`config.mk`:
```
export PLATFORM = sky130hd
export DESIGN_NAME = dls_supervisor
export DESIGN_NICKNAME = d
export VERILOG_FILES = /design/src/dls_pkg.sv /design/src/dls_timer.sv /design/src/dls_supervisor.sv
export VERILOG_INCLUDE_DIRS = /design/src
export SDC_FILE = /design/constraint.sdc
export NUM_CORES = 1
export LEC_CHECK = 0
export ABC_AREA = 1
export BUFFER_PORTS_ARGS = -buffer_cell sky130_fd_sc_hd__buf_4
export CORE_AREA = 2 2 156 158
export DETAILED_ROUTE_END_ITERATION = 10
export DIE_AREA = 0 0 158 160
export PLACE_DENSITY = 0.83
export SYNTH_ARGS = -nofsm -noshare
export SYNTH_HDL_FRONTEND = slang
export SYNTH_SLANG_ARGS = --single-unit
```
`constraint.sdc`:
```
create_clock -name sys_clk -period 3.4 [get_ports sys_clk]
set_input_delay 0.68 -clock sys_clk [delete_from_list [all_inputs] [get_ports sys_clk]]
set_output_delay 0.68 -clock sys_clk [all_outputs]
set_load 0.02 [all_outputs]
```
`src/dls_params.svh`:
```
// offsets, field codes, reset values and timing counts of the drive link supervisor
`ifndef DLS_PARAMS_SVH
`define DLS_PARAMS_SVH

// ************************************************
// register byte offsets
// ************************************************
`define DLS_OFS_MODE     8'h00
`define DLS_OFS_STATION  8'h04
`define DLS_OFS_NODES    8'h08
`define DLS_OFS_LOSS_SEL 8'h0C
`define DLS_OFS_CHECK_MS 8'h10
`define DLS_OFS_TERM_FN  8'h14
`define DLS_OFS_CTRL     8'h18
`define DLS_OFS_STATUS   8'h1C
`define DLS_OFS_SLV_STAT 8'h20
`define DLS_OFS_FAULT    8'h24

// ************************************************
// field codes and reset values
// ************************************************
`define DLS_MODE_BCAST_A 9'h06E
`define DLS_MODE_BCAST_B 9'h06F
`define DLS_TERM_POS     9'h0F2
`define DLS_TERM_NEG     9'h156
`define DLS_FAULT_CODE   8'hE7
`define DLS_LOSS_TRIP    4'h3
`define DLS_STN_MASTER   3'h0
`define DLS_STN_MAX      3'h5
`define DLS_RST_MODE     9'h000
`define DLS_RST_STATION  3'h0
`define DLS_RST_NODES    3'h1
`define DLS_CTRL_RST_BIT 0

// ************************************************
// timing
// ************************************************
`define DLS_CLK_MHZ          20
`define DLS_BCAST_PERIOD_US  3000
`define DLS_MS_US            1000
`define DLS_SLAVE_TIMEOUT_US 9000
`define DLS_CNT_W            18

`endif

```
`src/dls_pkg.sv`:
```
// types shared by the drive link supervisor
package dls_pkg;

    // the four control quantities carried by each broadcast
    typedef struct packed {
        logic [15:0]        torque_cur;
        logic [15:0]        speed_cmd;
        logic [15:0]        position;
        logic signed [15:0] actual_speed;
    } dls_qty_t;

    // link settings that only take effect at a drive reset
    typedef struct packed {
        logic [8:0] mode;
        logic [2:0] station;
        logic [2:0] nodes;
    } dls_cfg_t;

    typedef enum logic [1:0] {ST_OFF, ST_INIT, ST_UP} dls_state_t;

endpackage

```
`src/dls_timer.sv`:
```
// free running divider that gives a one-cycle pulse every LIMIT cycles
`timescale 1ns/1ps
`include "dls_params.svh"
module dls_timer
    import dls_pkg::*;
#(
    parameter int unsigned LIMIT = 60000
)
(
    input  wire logic sys_clk,
    input  wire logic rst,
    input  wire logic run,
    input  wire logic restart,
    output logic      done
);

    logic [`DLS_CNT_W-1:0] cnt;
    wire                   wrap = (cnt == `DLS_CNT_W'(LIMIT - 1));

    // restart holds the count at zero, so a steady restart never fires
    always_ff @(posedge sys_clk)
    begin
        if (rst || !run || restart)
        begin
            cnt  <= '0;
            done <= 1'b0;
        end
        else
        begin
            done <= wrap;
            cnt  <= wrap ? '0 : cnt + `DLS_CNT_W'(1);
        end
    end

endmodule // dls_timer

```
`src/dls_supervisor.sv`:
```
// drive link supervisor: broadcast link master/slave, link flag and fault trip
`timescale 1ns/1ps
`include "dls_params.svh"
module dls_supervisor
    import dls_pkg::*;
#(
    parameter int unsigned BCAST_CYCLES = `DLS_BCAST_PERIOD_US * `DLS_CLK_MHZ,
    parameter int unsigned MS_CYCLES    = `DLS_MS_US * `DLS_CLK_MHZ,
    parameter int unsigned SLAVE_TO_CYC = `DLS_SLAVE_TIMEOUT_US * `DLS_CLK_MHZ
)
(
    input  wire logic        sys_clk,
    input  wire logic        rst,
    input  wire logic        wb_cyc_i,
    input  wire logic        wb_stb_i,
    input  wire logic        wb_we_i,
    input  wire logic [7:0]  wb_adr_i,
    input  wire logic [3:0]  wb_sel_i,
    input  wire logic [31:0] wb_dat_i,
    output logic      [31:0] wb_dat_o,
    output logic             wb_ack_o,
    input  wire logic        start_cmd_pin,
    input  wire logic        phy_loss_pin,
    input  wire logic        cmd_src_alive,
    input  wire dls_qty_t    local_qty,
    input  wire logic        rx_req,
    input  wire dls_qty_t    rx_qty,
    input  wire logic        rx_resp_valid,
    input  wire logic [2:0]  rx_resp_station,
    output logic             tx_bcast,
    output dls_qty_t         tx_qty,
    output logic             tx_resp,
    output dls_qty_t         slave_qty,
    output logic             link_up_flag,
    output logic             link_term,
    output logic             comm_fault_trip
);

    // ************************************************
    // helpers
    // ************************************************
    // byte-lane merge of a write into a stored value
    function automatic logic [31:0] wmerge(input logic [31:0] old, input logic [31:0] nw,
                                           input logic [3:0] sel);
        logic [31:0] r;
        r = old;
        for (int i = 0; i < 4; i++)
            if (sel[i]) r[8*i +: 8] = nw[8*i +: 8];
        return r;
    endfunction

    // one-hot slave bit for station 1..5, zero otherwise
    function automatic logic [4:0] stn_bit(input logic [2:0] stn);
        logic [4:0] r;
        r = 5'h00;
        if (stn != 3'h0 && stn <= `DLS_STN_MAX) r[stn - 3'h1] = 1'b1;
        return r;
    endfunction

    // ************************************************
    // register bus
    // ************************************************
    logic [8:0]  reg_mode;
    logic [2:0]  reg_station;
    logic [2:0]  reg_nodes;
    logic [3:0]  reg_loss_sel;
    logic [15:0] reg_check_ms;
    logic [8:0]  reg_term_fn;
    logic        soft_rst;
    logic [4:0]  slv_status;
    logic        started;
    dls_cfg_t    eff;
    dls_state_t  state;
    dls_state_t  next_state;

    wire       wb_req = wb_cyc_i & wb_stb_i & ~wb_ack_o;
    wire       wb_wr  = wb_req & wb_we_i;
    wire [7:0] adr_w  = {wb_adr_i[7:2], 2'b00};
    wire       en     = (eff.mode == `DLS_MODE_BCAST_A) || (eff.mode == `DLS_MODE_BCAST_B);
    wire       master = en && (eff.station == `DLS_STN_MASTER);
    wire       slave  = en && (eff.station != `DLS_STN_MASTER) && (eff.station <= `DLS_STN_MAX);
    wire [7:0] fault_code = comm_fault_trip ? `DLS_FAULT_CODE : 8'h00;

    // read mux; unmapped offsets read zero and ignore writes
    logic [31:0] rdata;
    always_comb
    begin
        case (adr_w)
            `DLS_OFS_MODE:     rdata = {23'h0, reg_mode};
            `DLS_OFS_STATION:  rdata = {29'h0, reg_station};
            `DLS_OFS_NODES:    rdata = {29'h0, reg_nodes};
            `DLS_OFS_LOSS_SEL: rdata = {28'h0, reg_loss_sel};
            `DLS_OFS_CHECK_MS: rdata = {16'h0, reg_check_ms};
            `DLS_OFS_TERM_FN:  rdata = {23'h0, reg_term_fn};
            `DLS_OFS_STATUS:   rdata = {27'h0, master, en, started, comm_fault_trip, link_up_flag};
            `DLS_OFS_SLV_STAT: rdata = {27'h0, slv_status};
            `DLS_OFS_FAULT:    rdata = {24'h0, fault_code};
            default:           rdata = 32'h0000_0000;
        endcase
    end

    // write value: byte lanes merged over the addressed register's current contents
    wire [31:0] wr_val = wmerge(rdata, wb_dat_i, wb_sel_i);

    // single-wait-state answer: ack one cycle after the request is seen
    always_ff @(posedge sys_clk)
    begin
        if (rst)
        begin
            wb_ack_o <= 1'b0;
            wb_dat_o <= 32'h0000_0000;
        end
        else
        begin
            wb_ack_o <= wb_req;
            if (wb_req) wb_dat_o <= rdata;
        end
    end

    // staged settings; software writes here, the link sees mode, station and nodes only at a reset
    always_ff @(posedge sys_clk)
    begin
        if (rst)
        begin
            reg_mode     <= `DLS_RST_MODE;
            reg_station  <= `DLS_RST_STATION;
            reg_nodes    <= `DLS_RST_NODES;
            reg_loss_sel <= 4'h0;
            reg_check_ms <= 16'h0000;
            reg_term_fn  <= 9'h000;
            soft_rst     <= 1'b0;
        end
        else
        begin
            soft_rst <= wb_wr && adr_w == `DLS_OFS_CTRL && wb_sel_i[0]
                        && wb_dat_i[`DLS_CTRL_RST_BIT];
            if (wb_wr)
            begin
                case (adr_w)
                    `DLS_OFS_MODE:     reg_mode     <= wr_val[8:0];
                    `DLS_OFS_STATION:  reg_station  <= wr_val[2:0];
                    `DLS_OFS_NODES:    reg_nodes    <= wr_val[2:0];
                    `DLS_OFS_LOSS_SEL: reg_loss_sel <= wr_val[3:0];
                    `DLS_OFS_CHECK_MS: reg_check_ms <= wr_val[15:0];
                    `DLS_OFS_TERM_FN:  reg_term_fn  <= wr_val[8:0];
                    default:           ;
                endcase
            end
        end
    end

    // effective link settings; a drive reset copies the staged values across
    always_ff @(posedge sys_clk)
    begin
        if (rst)
            eff <= '{mode: `DLS_RST_MODE, station: `DLS_RST_STATION, nodes: `DLS_RST_NODES};
        else if (soft_rst)
            eff <= '{mode: reg_mode, station: reg_station, nodes: reg_nodes};
    end

    // ************************************************
    // pin synchronisers
    // ************************************************
    logic start_m, start_s, start_d, loss_m, loss_s;

    always_ff @(posedge sys_clk)
    begin
        if (rst)
        begin
            {start_m, start_s, start_d} <= 3'b000;
            {loss_m, loss_s}            <= 2'b00;
        end
        else
        begin
            {start_m, start_s, start_d} <= {start_cmd_pin, start_m, start_s};
            {loss_m, loss_s}            <= {phy_loss_pin, loss_m};
        end
    end

    wire start_rise = start_s & ~start_d;

    // ************************************************
    // timers
    // ************************************************
    logic period_tick, ms_tick, wd_done;

    // master broadcast period, transmission delay counted inside it
    dls_timer #(.LIMIT(BCAST_CYCLES)) u_period (
        .sys_clk (sys_clk),
        .rst     (rst | soft_rst),
        .run     (master),
        .restart (1'b0),
        .done    (period_tick)
    );

    dls_timer #(.LIMIT(MS_CYCLES)) u_ms (
        .sys_clk (sys_clk),
        .rst     (rst),
        .run     (1'b1),
        .restart (1'b0),
        .done    (ms_tick)
    );

    // slave request watchdog, restarted by every request
    dls_timer #(.LIMIT(SLAVE_TO_CYC)) u_wd (
        .sys_clk (sys_clk),
        .rst     (rst | soft_rst),
        .run     (slave),
        .restart (rx_req),
        .done    (wd_done)
    );

    // ************************************************
    // link state
    // ************************************************
    logic [4:0] answered;
    wire  [4:0] exp_mask = 5'(((7'h01 << eff.nodes) - 7'h01) >> 1);
    wire  [4:0] new_ans  = rx_resp_valid ? stn_bit(rx_resp_station) : 5'h00;
    wire  [4:0] got      = (answered | new_ans) & exp_mask;
    wire        all_ans  = (got == exp_mask);
    wire        req_ok   = slave & rx_req & ~loss_s;

    always_comb
    begin
        next_state = state;
        case (state)
            ST_OFF:
                if (req_ok)
                    next_state = ST_UP;
                else if (master || slave)
                    next_state = ST_INIT;
            ST_INIT:
                if (loss_s)
                    next_state = ST_INIT;
                else if (master && period_tick && all_ans)
                    next_state = ST_UP;
                else if (req_ok)
                    next_state = ST_UP;
            ST_UP:
                if (loss_s || (master && period_tick && !all_ans) || (slave && wd_done && !req_ok))
                    next_state = ST_INIT;
            default: next_state = ST_OFF;
        endcase
        if (!(master || slave)) next_state = ST_OFF;
    end

    // answers in the tick cycle still count for the closing period
    always_ff @(posedge sys_clk)
    begin
        if (rst || soft_rst)
        begin
            state        <= ST_OFF;
            link_up_flag <= 1'b0;
            answered     <= 5'h00;
            slv_status   <= 5'h00;
        end
        else
        begin
            state        <= next_state;
            link_up_flag <= (next_state == ST_UP);
            answered     <= period_tick ? 5'h00 : (answered | new_ans);
            if (master && period_tick)
                slv_status <= got;
            else if (slave)
                slv_status <= stn_bit(eff.station) & {5{next_state == ST_UP}};
        end
    end

    // broadcast and response traffic with the four quantities
    always_ff @(posedge sys_clk)
    begin
        if (rst)
        begin
            tx_bcast  <= 1'b0;
            tx_resp   <= 1'b0;
            tx_qty    <= '0;
            slave_qty <= '0;
        end
        else
        begin
            tx_bcast <= master & period_tick;
            tx_resp  <= req_ok;
            if (master && period_tick)
                tx_qty <= local_qty;
            if (req_ok)
                slave_qty <= rx_qty;
        end
    end

    // terminal copy of the flag, polarity picked by the function code
    always_ff @(posedge sys_clk)
    begin
        if (rst)
            link_term <= 1'b0;
        else if (reg_term_fn == `DLS_TERM_POS)
            link_term <= link_up_flag;
        else if (reg_term_fn == `DLS_TERM_NEG)
            link_term <= ~link_up_flag;
        else
            link_term <= 1'b0;
    end

    // ************************************************
    // fault trip
    // ************************************************
    logic        link_prev;
    logic [15:0] silent_ms;

    wire fell_trip  = en & started & link_prev & ~link_up_flag;
    wire first_trip = en & ~started & start_rise & ~link_up_flag;
    wire loss_trip  = (reg_loss_sel == `DLS_LOSS_TRIP) & loss_s;
    wire quiet_trip = (reg_check_ms != 16'h0000) & (silent_ms >= reg_check_ms);

    // silence counter saturates so a long outage cannot wrap back to zero
    always_ff @(posedge sys_clk)
    begin
        if (rst || cmd_src_alive)
            silent_ms <= 16'h0000;
        else if (ms_tick && silent_ms != 16'hFFFF)
            silent_ms <= silent_ms + 16'h0001;
    end

    // trip latches until a reset; the flag drop is checked only once started, and the first start trips if the flag is not up
    always_ff @(posedge sys_clk)
    begin
        if (rst || soft_rst)
        begin
            started         <= 1'b0;
            link_prev       <= 1'b0;
            comm_fault_trip <= 1'b0;
        end
        else
        begin
            link_prev <= link_up_flag;
            if (start_rise)
                started <= 1'b1;
            if (fell_trip || first_trip || loss_trip || quiet_trip)
                comm_fault_trip <= 1'b1;
        end
    end

    // ************************************************
    // checks
    // ************************************************
    logic [`DLS_CNT_W-1:0] gap;
    logic                  gap_seen;

    always_ff @(posedge sys_clk)
    begin
        if (rst || soft_rst)
        begin
            gap      <= '0;
            gap_seen <= 1'b0;
        end
        else
        begin
            gap      <= tx_bcast ? '0 : gap + `DLS_CNT_W'(1);
            gap_seen <= gap_seen | tx_bcast;
        end
    end
endmodule // dls_supervisor

```
; Yosys cells after proc, flatten, opt, wreduce, memory -nomap -nowiden
; Index checks and enable logic that the tools add are counted.
[classes]
n_lt_le_gt_ge = 7
n_mux = 25
shift = 1
n_bitwise = 24
eq_ne = 22
n_reduce_logical = 49
add_sub_neg = 7
[op_table]
columns = operator, n
row1 = $pmux W16 S9, 1
row2 = $add A18 B1 Y18 const B, 3
row3 = $mux W5, 8
row4 = $eq A6 B3 Y1 const B, 4
row5 = $mux W8, 3
row6 = $eq A18 B15 Y1 const B, 1
row7 = $eq A18 B16 Y1 const B, 1
row8 = $eq A18 B18 Y1 const B, 1
row9 = $eq A9 B7 Y1 const B, 2
row10 = $add A16 B1 Y16 const B, 1
row11 = $ge A16 B16 Y1, 1
row12 = $logic_and A1 B1 Y1, 16
row13 = $ne A16 B16 Y1 const B, 1
row14 = $reduce_bool A16 Y1, 1
row15 = $and A1 B1 Y1, 15
row16 = $eq A6 B2 Y1 const B, 2
row17 = $eq A6 B4 Y1 const B, 2
row18 = $logic_or A1 B1 Y1, 12
row19 = $mux W2, 6
row20 = $reduce_and A2 Y1, 6
row21 = $and A5 B5 Y5, 2
row22 = $eq A9 B8 Y1 const B, 1
row23 = $eq A9 B9 Y1 const B, 1
row24 = $logic_not A8 Y1, 1
row25 = other kinds (23), 43
[word_totals]
ff_bits = 318
input_bits = 185
out_inout_bits = 166
word_cells = 177

; Longest topological paths before layout
; Gate-level depths: netlist of run 1.
[depth]
depth_word = 21
depth_mapped = 16

; Cells and area by module
; Synthesis of run 1 repeated with hierarchy kept, for this count alone.
[unflattened]
cells_unflattened = 1845
area_unflattened_um2 = 13501.7
[modules_own_cells]
columns = mod, seq_area_each_um2, cells_per_inst, n_inst, area_per_inst_um2
row1 = dls_supervisor, 4884.7, 1402, 1, 10421.2
row2 = dls_timer at u_wd, 380.4, 149, 1, 1043.5
row3 = dls_timer at u_period, 380.4, 149, 1, 1034.7
row4 = dls_timer at u_ms, 380.4, 145, 1, 1002.2

; Worst setup path before layout of run 1
; Ideal clock, no wire load.
[synth_path]
path_type = input to register
start = input port rx_resp_station[0]
end = register slv_status[0]
t_required_ns = 3.333
t_arrival_ns = 2.023
setup_slack_ns = 1.311
stages = 16
n_path_buf = 0
cell_sequence = inv_1 ha_1 inv_1 nand2_1 nand2_2 nor2_1 nand2_1 nand3_1 nand3_2 nor2_1 nand2_1 nand2_1 nand3_2 nand2_2 nand3_1 a21oi_2
[synth_via]
elab_chain_cells = 21
elab_cells_between_ends = 28
classes_between = 1 x add/sub / 3 x order compare / 2 x eq/ne / 11 x mux / 3 x bitwise / 8 x reduce/logical
[synth_lines]
columns = item, line
row1 = start: declaration, dls_supervisor.sv:29  ; input wire logic [2:0] rx_resp_station,
row2 = $sub A3 B1 Y3, dls_supervisor.sv:56  ; if (stn != 3'h0 && stn <= `DLS_STN_MAX) r[stn - 3'h1] = 1'b1;
row3 = $lt A3 B4 Y1 (implied by the code) or $ge A3 B1 Y1 (tied branches), dls_supervisor.sv:56
row4 = $logic_and A1 B1 Y1 (implied by the code), dls_supervisor.sv:56
row5 = $mux W1 (implied by the code), dls_supervisor.sv:56
row6 = $demux W1 S3, dls_supervisor.sv:56
row7 = $mux W5 *, dls_supervisor.sv:56
row8 = $mux W5 *, dls_supervisor.sv:218  ; wire [4:0] new_ans = rx_resp_valid ? stn_bit(rx_resp_station) : 5'h00;
row9 = $or A5 B5 Y5 *, dls_supervisor.sv:219  ; wire [4:0] got = (answered | new_ans) & exp_mask;
row10 = [4 not listed], --
row11 = $logic_or A1 B1 Y1 (2 in a row), dls_supervisor.sv:240  ; if (loss_s || (master && period_tick && !all_ans) || (slave && wd_done && !req_ok))
row12 = $mux W2, dls_supervisor.sv:240
row13 = $pmux W2 S3, dls_supervisor.sv:226  ; case (state)
row14 = $mux W2, dls_supervisor.sv:244  ; if (!(master || slave)) next_state = ST_OFF;
row15 = $eq A2 B2 Y1, dls_supervisor.sv:265  ; slv_status <= stn_bit(eff.station) & {5{next_state == ST_UP}};
row16 = $and A5 B5 Y5, dls_supervisor.sv:265
row17 = $mux W5, dls_supervisor.sv:264  ; else if (slave)
row18 = $mux W5 *, dls_supervisor.sv:262  ; if (master && period_tick)
row19 = end signal: assignment, dls_supervisor.sv:263  ; slv_status <= got;
row20 = end signal: assignment, dls_supervisor.sv:265
row21 = end: declaration, dls_supervisor.sv:70  ; logic [4:0] slv_status;
; Every way passes the cells marked *; elsewhere a longest branch is shown, timed or not. The select of a mux whose other input is x is not followed.
; A chain may end at the register's enable or synchronous reset.

; Final worst setup path of run 1
[layout_path]
start = register eff[3] in the netlist's numbering
end = register slave_qty[52] in the netlist's numbering
[layout_via]
elab_chain_cells = 5
elab_cells_between_ends = 6
classes_between = 1 x order compare / 2 x bitwise / 3 x reduce/logical
[layout_lines]
columns = item, line
row1 = start: declaration, dls_supervisor.sv:72  ; dls_cfg_t eff;
row2 = start signal: assignment, dls_supervisor.sv:156  ; eff <= '{mode: `DLS_RST_MODE, station: `DLS_RST_STATION, nodes: `DLS_RST_NODES};
row3 = start signal: assignment, dls_supervisor.sv:158  ; eff <= '{mode: reg_mode, station: reg_station, nodes: reg_nodes};
row4 = branches (longest 2 deep; another with $le A3 B3 Y1), --
row5 = $logic_and A1 B1 Y1 *, dls_supervisor.sv:81  ; wire slave = en && (eff.station != `DLS_STN_MASTER) && (eff.station <= `DLS_STN_MAX);
row6 = $and A1 B1 Y1 * (2 in a row), dls_supervisor.sv:221  ; wire req_ok = slave & rx_req & ~loss_s;
row7 = end signal: assignment, dls_supervisor.sv:286  ; slave_qty <= rx_qty;
row8 = end: declaration, dls_supervisor.sv:33  ; output dls_qty_t slave_qty,
; Every way passes the cells marked *.

==> metrics, run 1 <==
GRT Total Usage=0.273; switching share of power=0.219; mapped cell area=12800 um2; final hold violations=0; Multi-input gate area=5750 um2; Clock Power Share=0.455; Place WS=about 640 ps; Worst-path clk slew=approximately 60 ps; Slowest-stage cell, CP=dfxtp_1; sequential share of the synthesized area=0.469; metal3 WL=3040 um; period utilization=0.706; CTS Sinks=between 300 and 400; Post-CTS Setup Inserts=0; Filler cells=2010; setup TNS=0 ps; diode count=0; fmax=approximately 420 MHz; Synth Area per Inst=around 7.5 um2; WP data required=between 3000 and 4000 ps; critical path capture point type=flip-flop; Core ar.=between 20000 and 25000 um2; fraction of layout cells with a size suffix above 1=0.229; Final Routed Wirelength=36400 um; initial antenna violation count=0; Setup WS post-layout=998 ps; DP Area=roughly 15000 um2; Largest stage delay, worst path=around 420 ps; CTS tree=done; CTS H-tree lvls=1; first-pass GRT wire length=between 50000 and 60000 um; metal1 wirelength=14900 um; Unique masters post-synth=50; highest routed layer=met4; number of global-route vias before repair=between 10000 and 15000; Nets=about 2200; worst min-delay path class=in -> reg; DR iter-0 viols=between 1000 and 1500; Slew Viols, Final=0; Row Count=57; full die area=roughly 25000 um2; global route total overflow=0; dominant cell type by area after synthesis=dfxtp_1; Seq. cell area=between 6000 and 7000 um2; YS warnings=0; hpwl dp=roughly 26000 um; die width=approximately 160 um; WL per Instance=between 15 and 20 um; leak pwr=roughly 6.9 nW; Reg power frac=0.493; outcome=finished, final reports clean; P_sw=1.58 mW; Hold Buf Count CTS=0; cts repair resizes=0; via count=roughly 12000; Root Buffer=clkbuf_16; # IOs=roughly 350; post-route cell area=~16000 um2; internal power=approximately 5.6 mW; crit path DAT=~2900 ps; drt drc=0; Peak VDD IR=0.363 mV; critical path class=reg -> reg; Post-DRT Antenna Nets=0; Final GP Congestion=0.903; Met2 Wirelength=between 15000 and 20000 um; Fin Clk Skew=19.6 ps; Synth Instances=~1700; number of vias per cell=around 5.3; Die Span Y=about 160 um; RSZ-0062 raised after global routing=false; EDFF count, synth=0; Final Non-Filler Cells=~2300; Placed Cells=2292; first-pass iteration count of the detailed router=5; Initial Util=0.539; normalized max-slew margin=0.430; CP delay by family, top=buffers and inverters; most used cell, CP=nand2_1; Num CTS Buffers=30; ys async rst share=0; Comb power frac=0.052; synth top area cells=dfxtp_1 47%, nand2_1 8.1%, nor2_1 7.2%; clk buf depth=3; Tmin final=about 2400 ps; post-synth top area share=0.469; largest net degree at the start of global routing=97; area delta synth->final=27.1%; # Max-Cap Violations=0; Least-Margin Pin Slew=854 ps; FF+latch count, synth=301; CP Max Fanout=31; worst path bufs/invs=3; cell area power density=443 nW/um2; startpoint types=flip-flop; IO Port Bufs=about 310; Util after Layout=0.685; critical path, cell by cell=inv_1 -> ha_1 -> nand2_1 -> nand2_1 -> nor2_4 -> nand3_2 -> inv_2 -> buf_4 -> nand2_1 -> a21oi_1; ys flop type=dfxtp_1; clk_lat worst skew=approximately 560 ps; endpoints failing setup=0
==> stage by stage <==
| step | power (mW) | hold WS, ps |
|---|---|---|
| after floorplan | 3.81 | 388 |
| after global placement | 4.01 | 401 |
| after detailed placement | 4.01 | 401 |
| after CTS | 7.27 | 315 |
| after global routing | 7.45 | 336 |
| final | 7.23 | 331 |
==> state kept, by name, summed over array words and instances (netlist names), 5 cells and up <==
| register | cells |
|---|---|
| slave_qty | 64 |
| reg_check_ms | 16 |
| u_ms.cnt | 18 |
| tx_qty | 64 |
| wb_dat_o | 16 |
| u_wd.cnt | 18 |
| reg_mode | 9 |
| slv_status | 5 |
| answered | 5 |
| eff | 14 |
| u_period.cnt | 18 |
| reg_term_fn | 9 |
| silent_ms | 16 |
==> power by group through the flow <==
stage                     clock network, mW  logic (mW)  registers, mW
after floorplan                           0       0.159           3.65
after global placement                    0       0.368           3.64
after detailed placement                  0       0.373           3.64
after CTS                              3.33       0.376           3.56
after global routing                   3.48       0.410           3.56
final                                  3.29       0.379           3.56
==> final timing paths <==
path | from | endpoint | slack, ps | cells past startpoint
max | eff[3] | slave_qty[52] | 1000 | 10
min | start_cmd_pin | start_m | 330 | 3
min reg2reg | start_m | start_s | 410 | 2
max reg2reg | eff[3] | slave_qty[52] | 1000 | 10
==> layout make-up <==
cell class                      count  area share
Clock buffer                       49      0.0590
Clock inverter                      6     0.00199
Inverter                          191      0.0439
Multi-Input combinational cell   1154       0.352
Sequential cell                   301       0.369
Tap cell                          324      0.0248
Timing Repair Buffer              322       0.149
==> Yosys cell counts (2+ instances only) <==
cell type  instances
ha_1              26
nor3_4             2
a21oi_1          177
o21bai_1           2
o21ai_1           16
o22ai_1            8
buf_4             21
nor3b_1            8
o21ai_0          152
a21oi_2            6
buf_2             19
nor3_2            11
dfxtp_1          301
o211ai_1           8
a221oi_1           8
a31oi_1           10
nor2_4             5
nand2_1          277
o21a_1             3
inv_2             21
xnor2_1            4
nand3b_1           2
nand4_1           20
clkbuf_1          37
nor2_1           246
nor2_2            19
or2_2              4
nand3_2            6
nor4_1             9
nor3_1            27
inv_1            169
nand2_2           13
xor2_1             8
buf_1              2
nand3_1           49
==> cells by family (layout without fill, tap and decap cells) <==
kind of cell / after synthesis / in the layout / synth area share
AO/OA/AOI/OAI: 397 / 397 / 0.165
XOR/XNOR: 12 / 12 / 0.00818
adder cells (fa/ha/maj): 26 / 26 / 0.0253
buffers and inverters: 271 / 568 / 0.0877
flip-flops: 301 / 301 / 0.469
multiplexers: 1 / 1 / 0.000779
other: 1 / 16 / 0.000292
AND/OR/NAND/NOR: 702 / 702 / 0.244
==> worst reg2reg max path, stage by stage, from the launching register on <==
cell and delay [ps]:
dfxtp_1 420, inv_1 120, ha_1 200, nand2_1 110, nand2_1 120, nor2_4 200
nand3_2 150, inv_2 420, buf_4 360, nand2_1 90, a21oi_1 150
==> layout by cell type, fill, tap and decap left out, drive strengths merged, types with 16 or more instances in the layout <==
master and n:
clkbuf 49, conb 16, nand4 21, ha 26
nor3 40, buf 322, dfxtp 301, nand3 55
a21oi 183, o21ai 168, inv 190, nand2 290
nor2 270
==> routing by layer <==
metal	up-vias	global-route usage
li1	6146	-
met1	5672	0.342
met2	460	0.458
met3	108	0.0564
met4	0	0.111
met5	-	0
Note: power is estimated with default switching activity, not from simulation.
==> run 2, diff against run 1 <==
--- a/config.mk
+++ b/config.mk
@@ -8,10 +8,10 @@
 export LEC_CHECK = 0
 export ABC_AREA = 1
 export BUFFER_PORTS_ARGS = -buffer_cell sky130_fd_sc_hd__buf_4
-export CORE_AREA = 2 2 156 158
+export CORE_AREA = 2 2 167 169
 export DETAILED_ROUTE_END_ITERATION = 10
-export DIE_AREA = 0 0 158 160
-export PLACE_DENSITY = 0.83
+export DIE_AREA = 0 0 169 171
+export PLACE_DENSITY = 0.76
 export SYNTH_ARGS = -nofsm -noshare
 export SYNTH_HDL_FRONTEND = slang
 export SYNTH_SLANG_ARGS = --single-unit
==> constraint.sdc (replaced) <==
create_clock -name sys_clk -period 2.1 [get_ports sys_clk]
set_input_delay 0.42 -clock sys_clk [delete_from_list [all_inputs] [get_ports sys_clk]]
set_output_delay 0.42 -clock sys_clk [all_outputs]
set_load 0.02 [all_outputs]
==> metrics, run 2 (synthesis gave the netlist of run 1 again) <==
# IOs=351 (unchanged); CTS Sinks=301 (unchanged); endpoints failing setup=0 (unchanged); CTS H-tree lvls=1 (unchanged); Hold Buf Count CTS=0 (unchanged); Largest stage delay, worst path=340 ps (was 420 ps); leak pwr=7.17 nW (was 6.91 nW); crit path DAT=2470 ps (was 2880 ps); startpoint types=flip-flop (unchanged); worst min-delay path class=in -> reg (unchanged); fraction of layout cells with a size suffix above 1=0.256 (was 0.229); Core ar.=27300 um2 (was 23800 um2); largest net degree at the start of global routing=100 (was 97); first-pass iteration count of the detailed router=5 (unchanged); hpwl dp=26600 um (was 26300 um); # Max-Cap Violations=0 (unchanged); cell area power density=707 nW/um2 (was 443 nW/um2); clk_lat worst skew=560 ps (about the same); full die area=28900 um2 (was 25300 um2); Slowest-stage cell, CP=dfxtp_1 (unchanged); GRT Total Usage=0.234 (was 0.273); die width=169 um (was 158 um); via count=12524 (was 12386); overall power=11.9 mW (was 7.23 mW); CTS tree=done (unchanged); Least-Margin Pin Slew=600 ps (was 854 ps); commonest non-fill, non-tap cell in the layout=buf_4 (unchanged); number of vias per cell=5.19 (was 5.28); Final Routed Wirelength=36500 um (was 36400 um); Fin Clk Skew=12.4 ps (was 19.6 ps); Row Count=61 (was 57); initial antenna violation count=1 (was 0); Placed Cells=2346 (was 2292); Slew Viols, Final=0 (unchanged); normalized max-slew margin=0.595 (was 0.430); Root Buffer=clkbuf_16 (unchanged); most frequent cells in the layout=357 x buf_4, 297 x dfxtp_1, 273 x nand2_1, 239 x nor2_1, 177 x a21oi_1 (was 321 x buf_4, 301 x dfxtp_1, 276 x nand2_1, 246 x nor2_1, 177 x a21oi_1); CP Max Fanout=7 (was 31); WP data required=2580 ps (was 3880 ps); WL per Instance=15.1 um (was 15.5 um); Final Non-Filler Cells=2411 (was 2347); fmax=503 MHz (was 416 MHz); period utilization=0.948 (was 0.706); Worst-path clk slew=60 ps (about the same); number of global-route vias before repair=11192 (was 11513); critical path class=reg -> reg (unchanged); drt drc=0 (unchanged); worst hold slack=82.0 ps (was 331 ps); final hold violations=0 (unchanged); Num CTS Buffers=31 (was 30); Post-DRT Antenna Nets=0 (unchanged); setup TNS=0 ps (unchanged); DR iter-0 viols=880 (was 1073); outcome=finished, final reports clean (unchanged); Nets=2253 (was 2211); Tmin final=1990 ps (was 2400 ps); clk buf depth=3 (unchanged); global route total overflow=0 (unchanged); critical path capture point type=flip-flop (unchanged); critical path, cell by cell=nand2_1 -> nor3_2 -> nand4_4 -> nor2_4 -> nand2_2 -> inv_4 -> nand2_1 -> nand2_1 -> nand3_2 -> nand2_2 -> nand3_1 -> a21oi_2 (was inv_1 -> ha_1 -> nand2_1 -> nand2_1 -> nor2_4 -> nand3_2 -> inv_2 -> buf_4 -> nand2_1 -> a21oi_1); IO Port Bufs=314 (unchanged); Final GP Congestion=0.931 (was 0.903); Die Span Y=171 um (was 160 um); Peak VDD IR=0.587 mV (was 0.363 mV); most used cell, CP=nand2_1 (unchanged); Initial Util=0.470 (was 0.539); area delta synth->final=31.4% (was 27.1%); leading registers by flop count=slave_qty: 64 flops, tx_qty: 64 flops (unchanged); first-pass GRT wire length=56000 um (was 56800 um)
run 2: power by group:
| group | total [mW] | internal, mW | switching [mW] |
|---|---|---|---|
| Combinational | 0.627 | 0.299 | 0.328 |
| Clock | 5.56 | 3.34 | 2.21 |
| Sequential | 5.76 | 5.74 | 0.0190 |
| Total | 11.9 | 9.38 | 2.56 |
run 2: worst max-delay path: cells and delay by family (launching register included):
family	cells	cell delay (ps)
and+or+nand+nor	10	1280
DFF	1	340
AOI/OAI and AO/OA	1	150
buffers and inverters	1	140
run 2: layout make-up:
class	count	area, um2
diodes	1	2.50
clock inverters	9	124
fillers	2371	10400
clock buffers	46	912
well taps	346	433
multi-input cells	1154	5850
flip-flops and latches	301	6040
repair buffers	363	2800
inverters	191	719
run 2: final timing paths:
path	slack, ps	start	to	cells past startpoint
max	110	eff[12]	slv_status[0]	12
min reg2reg	420	start_s	start_d	2
max reg2reg	110	eff[12]	slv_status[0]	12
min	80	phy_loss_pin	loss_m	3
run 2: repair_timing:
action,in CTS,in global routing
pin swaps,0,14
endpoints found under the setup margin,6,69
gates resized for setup,2,33
setup buffers,0,9
run 2: metrics by stage:
stage | cell area [um2] | utilization | worst slack (ps)
4_1_cts | 16700 | 0.611 | 65.1
3_5_place_dp | 15700 | 0.573 | -88.1
6_report | 16900 | 0.618 | 110
5_1_grt | 16900 | 0.618 | -30.1
3_3_place_gp | 15700 | 0.573 | -25.7
2_1_floorplan | 12900 | - | 271
run 2: layer usage:
| metal | vias up | share of wire | track usage |
|---|---|---|---|
| met5 | - | 0 | 0 |
| met3 | 71 | 0.072 | 0.0391 |
| met4 | 0 | 0.022 | 0.0669 |
| met1 | 5714 | 0.42 | 0.300 |
| li1 | 6248 | - | - |
| met2 | 491 | 0.48 | 0.408 |
==> run 3, diff against run 2 <==
--- a/config.mk
+++ b/config.mk
@@ -8,10 +8,13 @@
 export LEC_CHECK = 0
 export ABC_AREA = 1
 export BUFFER_PORTS_ARGS = -buffer_cell sky130_fd_sc_hd__buf_4
-export CORE_AREA = 2 2 167 169
+export CELL_PAD_IN_SITES_DETAIL_PLACEMENT = 1
+export CELL_PAD_IN_SITES_GLOBAL_PLACEMENT = 1
+export CORE_AREA = 2 2 198 200
 export DETAILED_ROUTE_END_ITERATION = 10
-export DIE_AREA = 0 0 169 171
-export PLACE_DENSITY = 0.76
+export DIE_AREA = 0 0 200 202
+export PLACE_DENSITY_LB_ADDON = 0.1
 export SYNTH_ARGS = -nofsm -noshare
 export SYNTH_HDL_FRONTEND = slang
 export SYNTH_SLANG_ARGS = --single-unit
+export TNS_END_PERCENT = 50
==> metrics, run 3 (synthesis gave the netlist of run 1 again) <==
outcome=finished, final reports clean (unchanged); Core ar.=38300 um2 (was 27300 um2); first-pass iteration count of the detailed router=5 (unchanged); Place WS=-132 ps (was -88.1 ps); most used cell, CP=inv_1 (was nand2_1); Row Count=72 (was 61); initial antenna violation count=1 (unchanged); most frequent cells in the layout=376 x buf_4, 291 x dfxtp_1, 266 x nand2_1, 236 x nor2_1, 177 x a21oi_1 (was 357 x buf_4, 297 x dfxtp_1, 273 x nand2_1, 239 x nor2_1, 177 x a21oi_1); Peak VDD IR=0.515 mV (was 0.587 mV); Initial Util=0.336 (was 0.470); Setup WS post-layout=123 ps (was 110 ps); worst min-delay path class=in -> reg (unchanged); period utilization=0.942 (was 0.948); Hold EP=start_m (was loss_m); number of global-route vias before repair=12557 (was 11192); Clock Power Share=0.488 (was 0.465); CP Max Fanout=7 (unchanged); normalized max-slew margin=0.575 (was 0.595); Comb power frac=0.052 (was 0.053); hpwl dp=32800 um (was 26600 um); fraction of layout cells with a size suffix above 1=0.276 (was 0.256); Die Span Y=202 um (was 171 um); r2r setup slk=120 ps (was 110 ps); DR iter-0 viols=392 (was 880); R2R cell count=11 (was 12); Nets=2281 (was 2253); critical path class=reg -> reg (unchanged); clk buf depth=3 (unchanged); worst path bufs/invs=4 (was 1); Slowest-stage cell, CP=dfxtp_2 (was dfxtp_1); setup TNS=0 ps (unchanged); IO Port Bufs=314 (unchanged); # IOs=351 (unchanged); CTS H-tree lvls=2 (was 1); startpoint types=flip-flop (unchanged); internal power=9.69 mW (was 9.38 mW); met3 usage=0.0415 (was 0.0391); Hold Buf Count CTS=0 (unchanged); cell area power density=714 nW/um2 (was 707 nW/um2); critical path, cell by cell=inv_1 -> ha_1 -> nand2_1 -> buf_4 -> nor2_4 -> nand2_2 -> inv_4 -> nor2_2 -> inv_1 -> o21ai_0 -> a21oi_2 (was nand2_1 -> nor3_2 -> nand4_4 -> nor2_4 -> nand2_2 -> inv_4 -> nand2_1 -> nand2_1 -> nand3_2 -> nand2_2 -> nand3_1 -> a21oi_2); HP Start=start_cmd_pin (was phy_loss_pin); P_sw=2.83 mW (was 2.56 mW); commonest non-fill, non-tap cell in the layout=buf_4 (unchanged); Final Routed Wirelength=44500 um (was 36500 um); CTS Sinks=301 (unchanged); Fin Clk Skew=8.97 ps (was 12.4 ps); leak pwr=7.39 nW (was 7.17 nW); Slew Viols, Final=0 (unchanged); Tmin final=1980 ps (was 1990 ps); CP delay by family, top=simple AND/OR/NAND/NOR gates (unchanged); CTS tree=done (unchanged); Root Buffer=clkbuf_16 (unchanged); crit path DAT=2400 ps (was 2470 ps); final hold violations=0 (unchanged); largest net degree at the start of global routing=92 (was 100); full die area=40400 um2 (was 28900 um2); hold depth=3 (unchanged); Least-Margin Pin Slew=631 ps (was 600 ps); Worst R2R End=slv_status[4] (was slv_status[0]); leading registers by flop count=slave_qty: 64 flops, tx_qty: 64 flops (unchanged); Num CTS Buffers=37 (was 31); worst hold slack=90.1 ps (was 82.0 ps); busiest grt layer=met2 (unchanged); area delta synth->final=36.5% (was 31.4%); WP data required=2530 ps (was 2580 ps); first-pass GRT wire length=68300 um (was 56000 um); drt drc=0 (unchanged); Final GP Congestion=0.847 (was 0.931); Post-DRT Antenna Nets=0 (unchanged); Worst-path clk slew=50 ps (was 60 ps); RSZ-0062 raised after global routing=true; GR Layer Usage met2=0.372 (was 0.408); # Max-Cap Violations=0 (unchanged); switching share of power=0.226 (was 0.214); clk_lat worst skew=540 ps (was 560 ps); WL per Instance=17.0 um (was 15.1 um); number of vias per cell=4.78 (was 5.19); fmax=506 MHz (was 503 MHz); endpoints failing setup=0 (unchanged); critical path capture point type=flip-flop (unchanged); Reg power frac=0.461 (was 0.482); die width=200 um (was 169 um); Largest stage delay, worst path=360 ps (was 340 ps); M1 GR Usage=0.265 (was 0.300); GRT Total Usage=0.214 (was 0.234); via count=12495 (was 12524); global route total overflow=0 (unchanged); worst r2r src=eff[3] (was eff[12])
run 3: changes by cell type in the layout (fill, tap and decap cells not counted), moves of 4 or more:
cell,change
buf_4,+19
clkbuf_16,+9
dfxtp_2,+7
nand2_1,-7
clkbuf_1,+6
dfxtp_1,-6
nand2_2,+5
nand3_1,-4
nand3_2,+4
run 3: worst min-delay path: stages:
cell and delay [ps]:
buf_4 80, inv_1 30, nor2_1 70
run 3: repair_timing:
| item | CTS | global route |
|---|---|---|
| buffers inserted | 0 | 15 |
| resized for setup | 4 | 67 |
| pin swaps | 0 | 27 |
| endpoints found under the setup margin | 8 | 91 |
| cloned | 0 | 1 |
run 3: power by group through the flow:
stage               sequential, mW  combinational [mW]  clock (mW)
global placement              5.89               0.641           0
floorplan                     5.91               0.257           0
CTS                           5.77               0.653        6.30
detailed placement            5.89               0.648           0
finish                        5.76               0.647        6.10
global route                  5.76               0.711        6.54
run 3: layout make-up:
class                      instances  area (um2)
fill                            4760       20700
sequential                       301        6050
multi-input combinational       1154        5980
timing repair buffer             385        3000
clock buffer                      59        1120
inverter                         191         724
tap                              518         648
clock inverter                     4        23.8
antenna                            1        2.50
run 3: worst max-delay path by stage:
stage	cells past startpoint	start	endpoint	slack [ps]
finish	11	eff[3]	slv_status[4]	120
detailed placement	17	rx_resp_station[0]	slv_status[4]	-130
global route	12	u_period.cnt[0]	u_period.cnt[16]	-40
floorplan	16	rx_resp_station[0]	slv_status[0]	270
global placement	17	rx_resp_station[0]	slv_status[4]	-50
CTS	13	eff[4]	u_wd.cnt[2]	2
run 3: stage by stage:
| step | utilization | instances | cell area (um2) | power, mW |
|---|---|---|---|---|
| after CTS | 0.448 | 2596 | 17200 | 12.7 |
| after floorplan | - | 1726 | 12900 | 6.17 |
| after global routing | 0.458 | 2613 | 17500 | 13.0 |
| final | 0.458 | 2613 | 17500 | 12.5 |
| after detailed placement | 0.418 | 2533 | 16000 | 6.54 |
| after global placement | 0.418 | 2533 | 16000 | 6.53 |
run 3: per-layer routing:
metal  vias up  wire (um)
met5         -          0
met1      5900      19400
li1       6282          -
met2       246      21700
met3        67       2240
met4         0       1200
